## src/shared/imcb_pkg.sv

```systemverilog
package imcb_pkg;

  // register byte offsets, one aligned 32-bit word each
  localparam logic [4:0] OFS_RELOAD = 5'h00;
  localparam logic [4:0] OFS_BUFFER = 5'h04;
  localparam logic [4:0] OFS_CTRL1  = 5'h08;
  localparam logic [4:0] OFS_CTRL2  = 5'h0C;
  localparam logic [4:0] OFS_FLAGS  = 5'h10;
  localparam logic [4:0] OFS_ENABLE = 5'h14;
  localparam logic [4:0] OFS_STATUS = 5'h18;

  // serial_control_1 fields
  localparam int unsigned CTRL1_PORT_EN = 5;

  // serial_control_2 request fields
  localparam int unsigned CTRL2_START   = 0;
  localparam int unsigned CTRL2_RESTART = 1;
  localparam int unsigned CTRL2_STOP    = 2;

  // flag and enable layout
  localparam int unsigned FLAG_PORT_EVENT = 0;
  localparam int unsigned FLAG_COLLISION  = 1;

  // status fields
  localparam int unsigned STAT_SDA  = 0;
  localparam int unsigned STAT_SCL  = 1;
  localparam int unsigned STAT_BUSY = 2;

  // reset values
  localparam logic [7:0] RELOAD_RST = 8'h00;
  localparam logic [7:0] BUFFER_RST = 8'h00;
  localparam logic [2:0] REQ_RST    = 3'h0;
  localparam logic [1:0] FLAGS_RST  = 2'h0;

  // half periods of the bus clock for one buffer-started transfer
  localparam int unsigned XFER_EDGES = 16;

  typedef enum logic [3:0] {
    IMCB_IDLE,
    IMCB_ST_CNT1,
    IMCB_ST_CNT2,
    IMCB_RS_CNT1,
    IMCB_RS_SCLW,
    IMCB_RS_CNT2,
    IMCB_RS_CNT3,
    IMCB_SP_SDAW,
    IMCB_SP_SCLW,
    IMCB_SP_CNT1,
    IMCB_SP_CNT2,
    IMCB_XFER
  } imcb_state_t;

endpackage

```

## src/rtl/imcb_top.sv

```systemverilog
`timescale 1ns/10ps
// Function
// - start checks both lines first; either low aborts, flags collision, goes idle
// - during first start count, low clock while data high is a collision
// - data seen low during first start count resets counter, drives data early
// - data high through first start count: drive data low, reload, count again
// - second start count ignores low clock; at its end drive clock low
// - restart releases data, counts, releases clock; data low on clock high collides
// - restart with both high reloads counter; falling data is no collision
// - restart clock falling before expiry, data not yet driven, is a collision
// - both high at restart expiry: drive data low, count, then drive clock low
// - stop drives data low, releases clock on data low, counts on clock high
// - stop: after expiry with data released, data low is a collision
// - stop: clock sampled low before data released is a collision
// - counter serves both modes, reloads from register, starts on buffer write
// - after an operation the counter stops and the clock line holds its state
// - counter reloads twice per generated bus clock period
// - bus clock is clock rate over two times (reload plus one)
// - collision aborts the condition, releases both lines, clears all request bits
// - any collision sets the collision flag and returns the port to idle
module imcb_top #(
  parameter int unsigned RELOAD_W   = 8,
  parameter int unsigned XFER_EDGES = imcb_pkg::XFER_EDGES
) (
  input  wire logic        SYS_CLK,
  input  wire logic        SYS_RST,
  input  wire logic [4:0]  AVS_ADDRESS,
  input  wire logic        AVS_READ,
  input  wire logic        AVS_WRITE,
  input  wire logic [31:0] AVS_WRITEDATA,
  input  wire logic [3:0]  AVS_BYTEENABLE,
  output logic      [31:0] AVS_READDATA,
  output logic             AVS_WAITREQUEST,
  input  wire logic        SDA_IN,
  output logic             SDA_OUT,
  output logic             SDA_OE,
  input  wire logic        SCL_IN,
  output logic             SCL_OUT,
  output logic             SCL_OE,
  output logic             IRQ
);

  function automatic logic hit(input logic [4:0] addr,
                               input logic [4:0] ofs);
    hit = (addr[4:2] == ofs[4:2]);
  endfunction

  // pin synchronisers
  logic                sda_meta;
  logic                sda_s;
  logic                scl_meta;
  logic                scl_s;

  // bus slave
  logic                wait_r;
  logic                next_wait;
  logic [31:0]         rdata;
  logic [31:0]         next_rdata;
  logic                wr_go;
  logic                lane0;

  // registers
  logic [RELOAD_W-1:0] reload;
  logic [RELOAD_W-1:0] next_reload;
  logic [7:0]          buffer;
  logic [7:0]          next_buffer;
  logic                port_en;
  logic                next_port_en;
  logic [2:0]          req;
  logic [2:0]          next_req;
  logic [1:0]          flags;
  logic [1:0]          next_flags;
  logic [1:0]          irq_en;
  logic [1:0]          next_irq_en;
  logic                irq_r;
  logic                next_irq;
  logic                buf_wr;

  // sequencer
  imcb_pkg::imcb_state_t state;
  imcb_pkg::imcb_state_t next_state;
  logic [RELOAD_W-1:0] cnt;
  logic [RELOAD_W-1:0] next_cnt;
  logic [4:0]          edges;
  logic [4:0]          next_edges;
  logic                sda_oe_r;
  logic                next_sda_oe;
  logic                scl_oe_r;
  logic                next_scl_oe;
  logic [2:0]          clr_req;
  logic                set_event;
  logic                set_coll;
  logic                cnt_zero;
  logic                counting;

  always_ff @(posedge SYS_CLK or posedge SYS_RST) begin
    if (SYS_RST) begin
      sda_meta <= 1'b1;
      sda_s    <= 1'b1;
      scl_meta <= 1'b1;
      scl_s    <= 1'b1;
    end else begin
      sda_meta <= SDA_IN;
      sda_s    <= sda_meta;
      scl_meta <= SCL_IN;
      scl_s    <= scl_meta;
    end
  end

  // one wait cycle on every access; read data is ready when it drops
  always_comb begin
    next_wait  = ~((AVS_READ | AVS_WRITE) & wait_r);
    next_rdata = rdata;
    if (AVS_READ & wait_r) begin
      next_rdata = 32'h0000_0000;
      if (hit(AVS_ADDRESS, imcb_pkg::OFS_RELOAD)) begin
        next_rdata[RELOAD_W-1:0] = reload;
      end else if (hit(AVS_ADDRESS, imcb_pkg::OFS_BUFFER)) begin
        next_rdata[7:0] = buffer;
      end else if (hit(AVS_ADDRESS, imcb_pkg::OFS_CTRL1)) begin
        next_rdata[imcb_pkg::CTRL1_PORT_EN] = port_en;
      end else if (hit(AVS_ADDRESS, imcb_pkg::OFS_CTRL2)) begin
        next_rdata[2:0] = req;
      end else if (hit(AVS_ADDRESS, imcb_pkg::OFS_FLAGS)) begin
        next_rdata[1:0] = flags;
      end else if (hit(AVS_ADDRESS, imcb_pkg::OFS_ENABLE)) begin
        next_rdata[1:0] = irq_en;
      end else if (hit(AVS_ADDRESS, imcb_pkg::OFS_STATUS)) begin
        next_rdata[imcb_pkg::STAT_SDA]  = sda_s;
        next_rdata[imcb_pkg::STAT_SCL]  = scl_s;
        next_rdata[imcb_pkg::STAT_BUSY] = (state != imcb_pkg::IMCB_IDLE);
      end
    end
  end

  always_ff @(posedge SYS_CLK or posedge SYS_RST) begin
    if (SYS_RST) begin
      wait_r <= 1'b1;
      rdata  <= 32'h0000_0000;
    end else begin
      wait_r <= next_wait;
      rdata  <= next_rdata;
    end
  end

  assign wr_go  = AVS_WRITE & ~wait_r;
  assign lane0  = AVS_BYTEENABLE[0];
  assign buf_wr = wr_go & lane0 & hit(AVS_ADDRESS, imcb_pkg::OFS_BUFFER);

  // register file; hardware set beats a software clear in the same cycle
  always_comb begin
    next_reload  = reload;
    next_buffer  = buffer;
    next_port_en = port_en;
    next_req     = req & ~clr_req;
    next_irq_en  = irq_en;
    next_flags   = flags;
    if (wr_go & lane0) begin
      if (hit(AVS_ADDRESS, imcb_pkg::OFS_RELOAD)) begin
        next_reload = AVS_WRITEDATA[RELOAD_W-1:0];
      end else if (hit(AVS_ADDRESS, imcb_pkg::OFS_BUFFER)) begin
        next_buffer = AVS_WRITEDATA[7:0];
      end else if (hit(AVS_ADDRESS, imcb_pkg::OFS_CTRL1)) begin
        next_port_en = AVS_WRITEDATA[imcb_pkg::CTRL1_PORT_EN];
      end else if (hit(AVS_ADDRESS, imcb_pkg::OFS_CTRL2)) begin
        next_req = req | AVS_WRITEDATA[2:0];
      end else if (hit(AVS_ADDRESS, imcb_pkg::OFS_FLAGS)) begin
        next_flags = flags & ~AVS_WRITEDATA[1:0];
      end else if (hit(AVS_ADDRESS, imcb_pkg::OFS_ENABLE)) begin
        next_irq_en = AVS_WRITEDATA[1:0];
      end
    end
    if (!port_en) begin
      next_req = imcb_pkg::REQ_RST;
    end
    if (set_event) begin
      next_flags[imcb_pkg::FLAG_PORT_EVENT] = 1'b1;
    end
    if (set_coll) begin
      next_flags[imcb_pkg::FLAG_COLLISION] = 1'b1;
    end
    next_irq = |(flags & irq_en);
  end

  always_ff @(posedge SYS_CLK or posedge SYS_RST) begin
    if (SYS_RST) begin
      reload  <= imcb_pkg::RELOAD_RST;
      buffer  <= imcb_pkg::BUFFER_RST;
      port_en <= 1'b0;
      req     <= imcb_pkg::REQ_RST;
      flags   <= imcb_pkg::FLAGS_RST;
      irq_en  <= imcb_pkg::FLAGS_RST;
      irq_r   <= 1'b0;
    end else begin
      reload  <= next_reload;
      buffer  <= next_buffer;
      port_en <= next_port_en;
      req     <= next_req;
      flags   <= next_flags;
      irq_en  <= next_irq_en;
      irq_r   <= next_irq;
    end
  end

  // a count runs reload+1 cycles, one half period of the bus clock
  assign cnt_zero = (cnt == '0);
  assign counting = (state != imcb_pkg::IMCB_IDLE) &&
                    (state != imcb_pkg::IMCB_RS_SCLW) &&
                    (state != imcb_pkg::IMCB_SP_SDAW) &&
                    (state != imcb_pkg::IMCB_SP_SCLW);

  always_comb begin
    next_state  = state;
    next_cnt    = cnt;
    next_edges  = edges;
    next_sda_oe = sda_oe_r;
    next_scl_oe = scl_oe_r;
    clr_req     = 3'h0;
    set_event   = 1'b0;
    set_coll    = 1'b0;
    if (counting && !cnt_zero) begin
      next_cnt = cnt - 1'b1;
    end
    case (state)
      imcb_pkg::IMCB_IDLE: begin
        // counter frozen, lines keep their last drive
        if (req[imcb_pkg::CTRL2_START]) begin
          if (!sda_s || !scl_s) begin
            set_coll = 1'b1;
            clr_req[imcb_pkg::CTRL2_START] = 1'b1;
          end else begin
            next_cnt    = reload;
            next_sda_oe = 1'b0;
            next_scl_oe = 1'b0;
            next_state  = imcb_pkg::IMCB_ST_CNT1;
          end
        end else if (req[imcb_pkg::CTRL2_RESTART]) begin
          next_cnt    = reload;
          next_sda_oe = 1'b0;
          next_state  = imcb_pkg::IMCB_RS_CNT1;
        end else if (req[imcb_pkg::CTRL2_STOP]) begin
          next_sda_oe = 1'b1;
          next_state  = imcb_pkg::IMCB_SP_SDAW;
        end else if (buf_wr) begin
          next_cnt   = reload;
          next_edges = 5'(XFER_EDGES - 1);
          next_state = imcb_pkg::IMCB_XFER;
        end
      end
      imcb_pkg::IMCB_ST_CNT1: begin
        if (!scl_s && sda_s) begin
          set_coll = 1'b1;
        end else if (!sda_s) begin
          next_cnt    = reload;
          next_sda_oe = 1'b1;
          next_state  = imcb_pkg::IMCB_ST_CNT2;
        end else if (cnt_zero) begin
          next_cnt    = reload;
          next_sda_oe = 1'b1;
          next_state  = imcb_pkg::IMCB_ST_CNT2;
        end
      end
      imcb_pkg::IMCB_ST_CNT2: begin
        // a low clock here is another master's start, not a collision
        if (cnt_zero) begin
          next_scl_oe = 1'b1;
          set_event   = 1'b1;
          clr_req[imcb_pkg::CTRL2_START] = 1'b1;
          next_state  = imcb_pkg::IMCB_IDLE;
        end
      end
      imcb_pkg::IMCB_RS_CNT1: begin
        if (cnt_zero) begin
          next_scl_oe = 1'b0;
          next_state  = imcb_pkg::IMCB_RS_SCLW;
        end
      end
      imcb_pkg::IMCB_RS_SCLW: begin
        if (scl_s) begin
          if (!sda_s) begin
            set_coll = 1'b1;
          end else begin
            next_cnt   = reload;
            next_state = imcb_pkg::IMCB_RS_CNT2;
          end
        end
      end
      imcb_pkg::IMCB_RS_CNT2: begin
        // data falling here is another master's restart
        if (!scl_s) begin
          set_coll = 1'b1;
        end else if (cnt_zero) begin
          next_sda_oe = 1'b1;
          next_cnt    = reload;
          next_state  = imcb_pkg::IMCB_RS_CNT3;
        end
      end
      imcb_pkg::IMCB_RS_CNT3: begin
        if (cnt_zero) begin
          next_scl_oe = 1'b1;
          set_event   = 1'b1;
          clr_req[imcb_pkg::CTRL2_RESTART] = 1'b1;
          next_state  = imcb_pkg::IMCB_IDLE;
        end
      end
      imcb_pkg::IMCB_SP_SDAW: begin
        if (!sda_s) begin
          next_scl_oe = 1'b0;
          next_state  = imcb_pkg::IMCB_SP_SCLW;
        end
      end
      imcb_pkg::IMCB_SP_SCLW: begin
        if (scl_s) begin
          next_cnt   = reload;
          next_state = imcb_pkg::IMCB_SP_CNT1;
        end
      end
      imcb_pkg::IMCB_SP_CNT1: begin
        if (!scl_s) begin
          set_coll = 1'b1;
        end else if (cnt_zero) begin
          next_sda_oe = 1'b0;
          next_cnt    = reload;
          next_state  = imcb_pkg::IMCB_SP_CNT2;
        end
      end
      imcb_pkg::IMCB_SP_CNT2: begin
        if (cnt_zero) begin
          if (!sda_s) begin
            set_coll = 1'b1;
          end else begin
            set_event  = 1'b1;
            clr_req[imcb_pkg::CTRL2_STOP] = 1'b1;
            next_state = imcb_pkg::IMCB_IDLE;
          end
        end
      end
      imcb_pkg::IMCB_XFER: begin
        // clock only; data shifting lives elsewhere
        if (cnt_zero) begin
          next_scl_oe = ~scl_oe_r;
          if (edges == 5'h00) begin
            set_event  = 1'b1;
            next_state = imcb_pkg::IMCB_IDLE;
          end else begin
            next_cnt   = reload;
            next_edges = edges - 1'b1;
          end
        end
      end
      default: begin
        next_state = imcb_pkg::IMCB_IDLE;
      end
    endcase
    if (set_coll) begin
      next_sda_oe = 1'b0;
      next_scl_oe = 1'b0;
      clr_req     = 3'h7;
      next_state  = imcb_pkg::IMCB_IDLE;
    end
    if (!port_en) begin
      next_sda_oe = 1'b0;
      next_scl_oe = 1'b0;
      next_state  = imcb_pkg::IMCB_IDLE;
    end
  end

  always_ff @(posedge SYS_CLK or posedge SYS_RST) begin
    if (SYS_RST) begin
      state    <= imcb_pkg::IMCB_IDLE;
      cnt      <= '0;
      edges    <= 5'h00;
      sda_oe_r <= 1'b0;
      scl_oe_r <= 1'b0;
    end else begin
      state    <= next_state;
      cnt      <= next_cnt;
      edges    <= next_edges;
      sda_oe_r <= next_sda_oe;
      scl_oe_r <= next_scl_oe;
    end
  end

  // open drain: only ever drive low
  always_ff @(posedge SYS_CLK or posedge SYS_RST) begin
    if (SYS_RST) begin
      SDA_OUT <= 1'b0;
      SCL_OUT <= 1'b0;
    end else begin
      SDA_OUT <= 1'b0;
      SCL_OUT <= 1'b0;
    end
  end

  assign SDA_OE          = sda_oe_r;
  assign SCL_OE          = scl_oe_r;
  assign IRQ             = irq_r;
  assign AVS_READDATA    = rdata;
  assign AVS_WAITREQUEST = wait_r;

endmodule

```

## config.mk

```make
export PLATFORM = sky130hd
export DESIGN_NAME = imcb_top
export DESIGN_NICKNAME = d
export VERILOG_FILES = /design/src/shared/imcb_pkg.sv /design/src/rtl/imcb_top.sv
export SDC_FILE = /design/constraint.sdc
export NUM_CORES = 1
export LEC_CHECK = 0
export BUFFER_PORTS_ARGS = -buffer_cell sky130_fd_sc_hd__buf_2
export CAP_MARGIN = 20
export CORE_ASPECT_RATIO = 2
export CORE_MARGIN = 1.5
export CORE_UTILIZATION = 50
export DETAILED_ROUTE_END_ITERATION = 10
export PLACE_DENSITY = 0.77
export SLEW_MARGIN = 20
export SYNTH_ARGS = -nofsm -noshare
export SYNTH_HDL_FRONTEND = slang
export SYNTH_SLANG_ARGS = --single-unit
```

## constraint.sdc

```tcl
create_clock -name SYS_CLK -period 2.3 [get_ports SYS_CLK]
set_clock_uncertainty 0.1 [all_clocks]
set_input_delay 0.345 -clock SYS_CLK [delete_from_list [all_inputs] [get_ports SYS_CLK]]
set_output_delay 0.345 -clock SYS_CLK [all_outputs]
set_load 0.02 [all_outputs]
```

==> results.txt <==
The clock sink total is 57. Counting flops and latches in the post-synthesis netlist gives between 50 and 60. The standard-cell row count came out at 45. The worst hold path belongs to the class input pin to flop. The final setup violation count is 14. The average cell area after synthesis is 9.14 um2. The mean number of vias per cell is slightly below 6.

The count of final max-slew check failures is 0. In this run, distinct cell masters in the synthesized netlist total 76. The finished layout holds ~640 standard cells, fillers aside. The data required time at the worst endpoint came out at approximately 2.4 ns.

The die is 129 um tall. VDD sags by at most ~810 uV. The instance count after placement with tap cells included came out at about 600. The post-detailed-routing wire length came out at roughly 12000 um. The count of buffers from port buffering came out at 29. The number of clock buffers inserted by TritonCTS came out at 9. The post-detailed-route DRC marker count came out at 0. The max-capacitance violation count is 0.

The number of flops mapped to enable cells by yosys came out at 0. The last element of the critical path is cnt[1]. The total global routing overflow is 0. Once detail routing completed, the nets flagged for antenna violations numbered 0. The worst hold margin is approximately 0.011 ns. The sequential fraction of the synthesis area came out at a little over a third. The top cell types in the final layout, fill and taps aside, are sky130_fd_sc_hd__buf_4 (85), sky130_fd_sc_hd__dfrtp_1 (52), sky130_fd_sc_hd__nor2_1 (39), sky130_fd_sc_hd__nand2_1 (39), sky130_fd_sc_hd__buf_2 (29).

The clock tree synthesis step divided the H-tree into 3 levels. The final-report hold violation count came out at 0. The maximum achievable frequency is 415 MHz.

The synthesized cell area came out at about 3900 um2. The via count of the first global-routing pass is roughly 3800. The wire-length estimate of the detail-placed layout is between 9000 and 10000 um. In the final design database the tool counted 590 nets. The average wire per standard cell is 18.4 um.

The clock latency on the worst-skew pair is roughly 0.34 ns. The flow ran to the end, but the final reports show violations. The power density over cell area came out at about 930 nW/um2. The category of the worst setup path launch point is a flop. Synthesis produced a netlist whose cell count is between 400 and 500.

The data arrival time of the worst path came out at ~2.5 ns. The global-route usage over all layers came out at between 20% and 30%. The initial core utilization came out at around 52%. The total inserted antenna cells came out at 0. The checks that failed: setup timing. The die width is 65.8 um. The most frequently used flop master after synthesis is sky130_fd_sc_hd__dfrtp_1. The routed layout has approximately 3800 vias. The share of synthesized flip-flops with an asynchronous set or reset came out at between 90% and 100%. The largest driver fanout on the critical path is 8. The internal reg-to-reg setup slack is -0.11 ns. The synthesis warning total is 0. The end of the worst register-to-register path is cnt[1]. The number of antenna violations at the first check in global routing is 0. The number of ports placed on the die boundary came out at between 80 and 90. The number of buffers on the longest clock path came out at 2. The measured slew at the worst slew-check pin came out at between 0.5 and 0.6 ns.

The wire length of the first global-routing pass is between 15000 and 20000 um. The CTS tree is yes. In this run the critical register-to-register path is launched from state[2]. The period utilization is 105%. The analysis attributes to cell leakage a power of roughly 2.4 nW. The routed design could run at a clock period as short as ~2.4 ns. The routability congestion estimate came out at 0.956. The library cell used most frequently in the layout, excluding fill and tap cells, is sky130_fd_sc_hd__buf_4. The critical path in this run is classified as flop to flop. STA classifies the critical path endpoint as a flop.

The DRC marker count from the first detailed-route iteration came out at about 210. The die area came out at 8460 um2. The largest net degree at the start of global routing is 38. The first TritonRoute pass finished after 5 iterations.

CTS placed an instance of sky130_fd_sc_hd__clkbuf_16 at the clock tree root. At the end of the flow the core is filled with cells to just under 70%. The post-route netlist has 37.4% of its cells at a drive strength greater than 1. Relative to the synthesized area, the layout overhead comes to 30.3%. The worst reg-to-reg path cell count came out at 7. The clock transition at the register clock pins on the worst setup and hold paths after CTS is approximately 0.050 ns. Overall power consumption after layout is estimated at between 4 and 5 mW.

The tightest slew margin relative to the limit is 61.4%. The critical path starts at state[2]. Setup repair after global routing could not meet its margin everywhere. The minimum setup slack in the final design is -0.111 ns.

The core outline area came out at approximately 7600 um2.
[flip-flops by register name (all words and copies together) (netlist names), 2 cells and up]
| name | flops |
|---|---|
| AVS_READDATA | 8 |
| req | 3 |
| cnt | 8 |
| irq_en | 2 |
| buffer | 8 |
| reload | 8 |
| flags | 2 |
| edges | 5 |
| state | 4 |
[synth_stat cells, types with 3 or more instances]
cell type	number	area, um2
sky130_fd_sc_hd__a21boi_0	3	22.5
sky130_fd_sc_hd__and3_1	5	31.3
sky130_fd_sc_hd__nand2_1	39	146
sky130_fd_sc_hd__a221oi_1	6	52.6
sky130_fd_sc_hd__dfrtp_1	52	1300
sky130_fd_sc_hd__nand2_2	3	18.8
sky130_fd_sc_hd__buf_4	30	225
sky130_fd_sc_hd__nand4b_1	3	26.3
sky130_fd_sc_hd__nor3_1	10	50.1
sky130_fd_sc_hd__o21ai_0	17	85.1
sky130_fd_sc_hd__or4_1	4	30.0
sky130_fd_sc_hd__buf_2	7	35.0
sky130_fd_sc_hd__nand2b_1	4	25.0
sky130_fd_sc_hd__and2_1	5	31.3
sky130_fd_sc_hd__clkbuf_1	9	33.8
sky130_fd_sc_hd__o221ai_1	3	26.3
sky130_fd_sc_hd__nand4_1	3	18.8
sky130_fd_sc_hd__mux2_2	22	248
sky130_fd_sc_hd__inv_1	14	52.6
sky130_fd_sc_hd__a31oi_1	6	37.5
sky130_fd_sc_hd__mux2i_1	10	100
sky130_fd_sc_hd__a21oi_1	24	120
sky130_fd_sc_hd__nor2b_1	6	37.5
sky130_fd_sc_hd__a311oi_1	4	35.0
sky130_fd_sc_hd__o22ai_1	4	25.0
sky130_fd_sc_hd__nor4_1	5	31.3
sky130_fd_sc_hd__o31ai_1	6	45.0
sky130_fd_sc_hd__dfstp_2	5	131
sky130_fd_sc_hd__ha_1	3	37.5
sky130_fd_sc_hd__nand3_1	13	65.1
sky130_fd_sc_hd__nor2_1	40	150
sky130_fd_sc_hd__nor4b_2	3	45.0
[cells by family after synthesis]
| group | after synthesis | share of synthesized area (%) |
|---|---|---|
| mux | 32 | 8.83 |
| other cells | 1 | 0.0951 |
| xor+xnor | 4 | 0.889 |
| buf+inv | 61 | 9.08 |
| simple gates | 169 | 25.2 |
| flops | 57 | 36.3 |
| compound gates | 104 | 18.6 |
| fa+ha+maj | 3 | 0.952 |
[power breakdown]
| part | leakage (nW) | internal (mW) | switching [mW] |
|---|---|---|---|
| clock | 0.142 | 0.863 | 0.490 |
| combinational | 1.52 | 0.990 | 1.04 |
| sequential | 0.718 | 1.21 | 0.196 |
| total | 2.38 | 3.06 | 1.72 |
[what timing repair did]
item | 4_1_cts | 5_1_grt
pin swaps | 9 | 9
buffers inserted | 2 | 4
setup endpoints to repair | 15 | 17
endpoints found under the hold margin | 16 | 0
gates resized for setup | 16 | 6
hold buffers | 1 | 0
cloned | 0 | 0
[metal layers]
layer	track usage (%)	routed length [um]	part of all wire (%)	vias up
li1	-	-	-	1754
met1	29.5	4060	34	1852
met2	53.3	6520	55	167
met3	5.51	553	4.7	36
met4	19.6	644	5.5	0
met5	0	0	0	-
[worst min-delay path by stage]
stage               startpoint  endpoint  slack, ns  cells past startpoint
finish                  SDA_IN  sda_meta       0.01                      1
global route            SDA_IN  sda_meta      0.004                      1
CTS                     SDA_IN  sda_meta      0.006                      1
detailed placement    sda_meta     sda_s       0.25                      0
global placement      scl_meta     scl_s       0.25                      0
floorplan             scl_meta     scl_s       0.25                      0
[worst max-delay path, cell delays in order (launching register included)]
cell and delay (ns):
sky130_fd_sc_hd__dfrtp_1 0.48, sky130_fd_sc_hd__buf_4 0.21, sky130_fd_sc_hd__nor4_4 0.38, sky130_fd_sc_hd__nand4_4 0.23
sky130_fd_sc_hd__a211oi_4 0.37, sky130_fd_sc_hd__nor3_2 0.09, sky130_fd_sc_hd__buf_4 0.16, sky130_fd_sc_hd__mux2_2 0.27
[per-stage QoR]
| step | worst slack (ns) | instance area (um2) | TNS (ns) |
|---|---|---|---|
| 5_1_grt | -0.167 | 5130 | -2.00 |
| 3_5_place_dp | -0.151 | 4690 | -1.12 |
| 6_report | -0.111 | 5130 | -0.904 |
| 4_1_cts | -0.0778 | 5070 | -0.254 |
| 3_3_place_gp | -0.116 | 4690 | -0.809 |
| 2_1_floorplan | -0.00709 | 4060 | -0.0262 |
[cell type report]
type / instances / area, um2
fill: 609 / 2470
timing repair buffer: 120 / 876
sequential: 57 / 1430
tap: 94 / 118
multi-input combinational: 338 / 2360
clock buffer: 11 / 243
clock inverter: 5 / 55.1
inverter: 14 / 52.6
(Power assumes the default switching activity.)
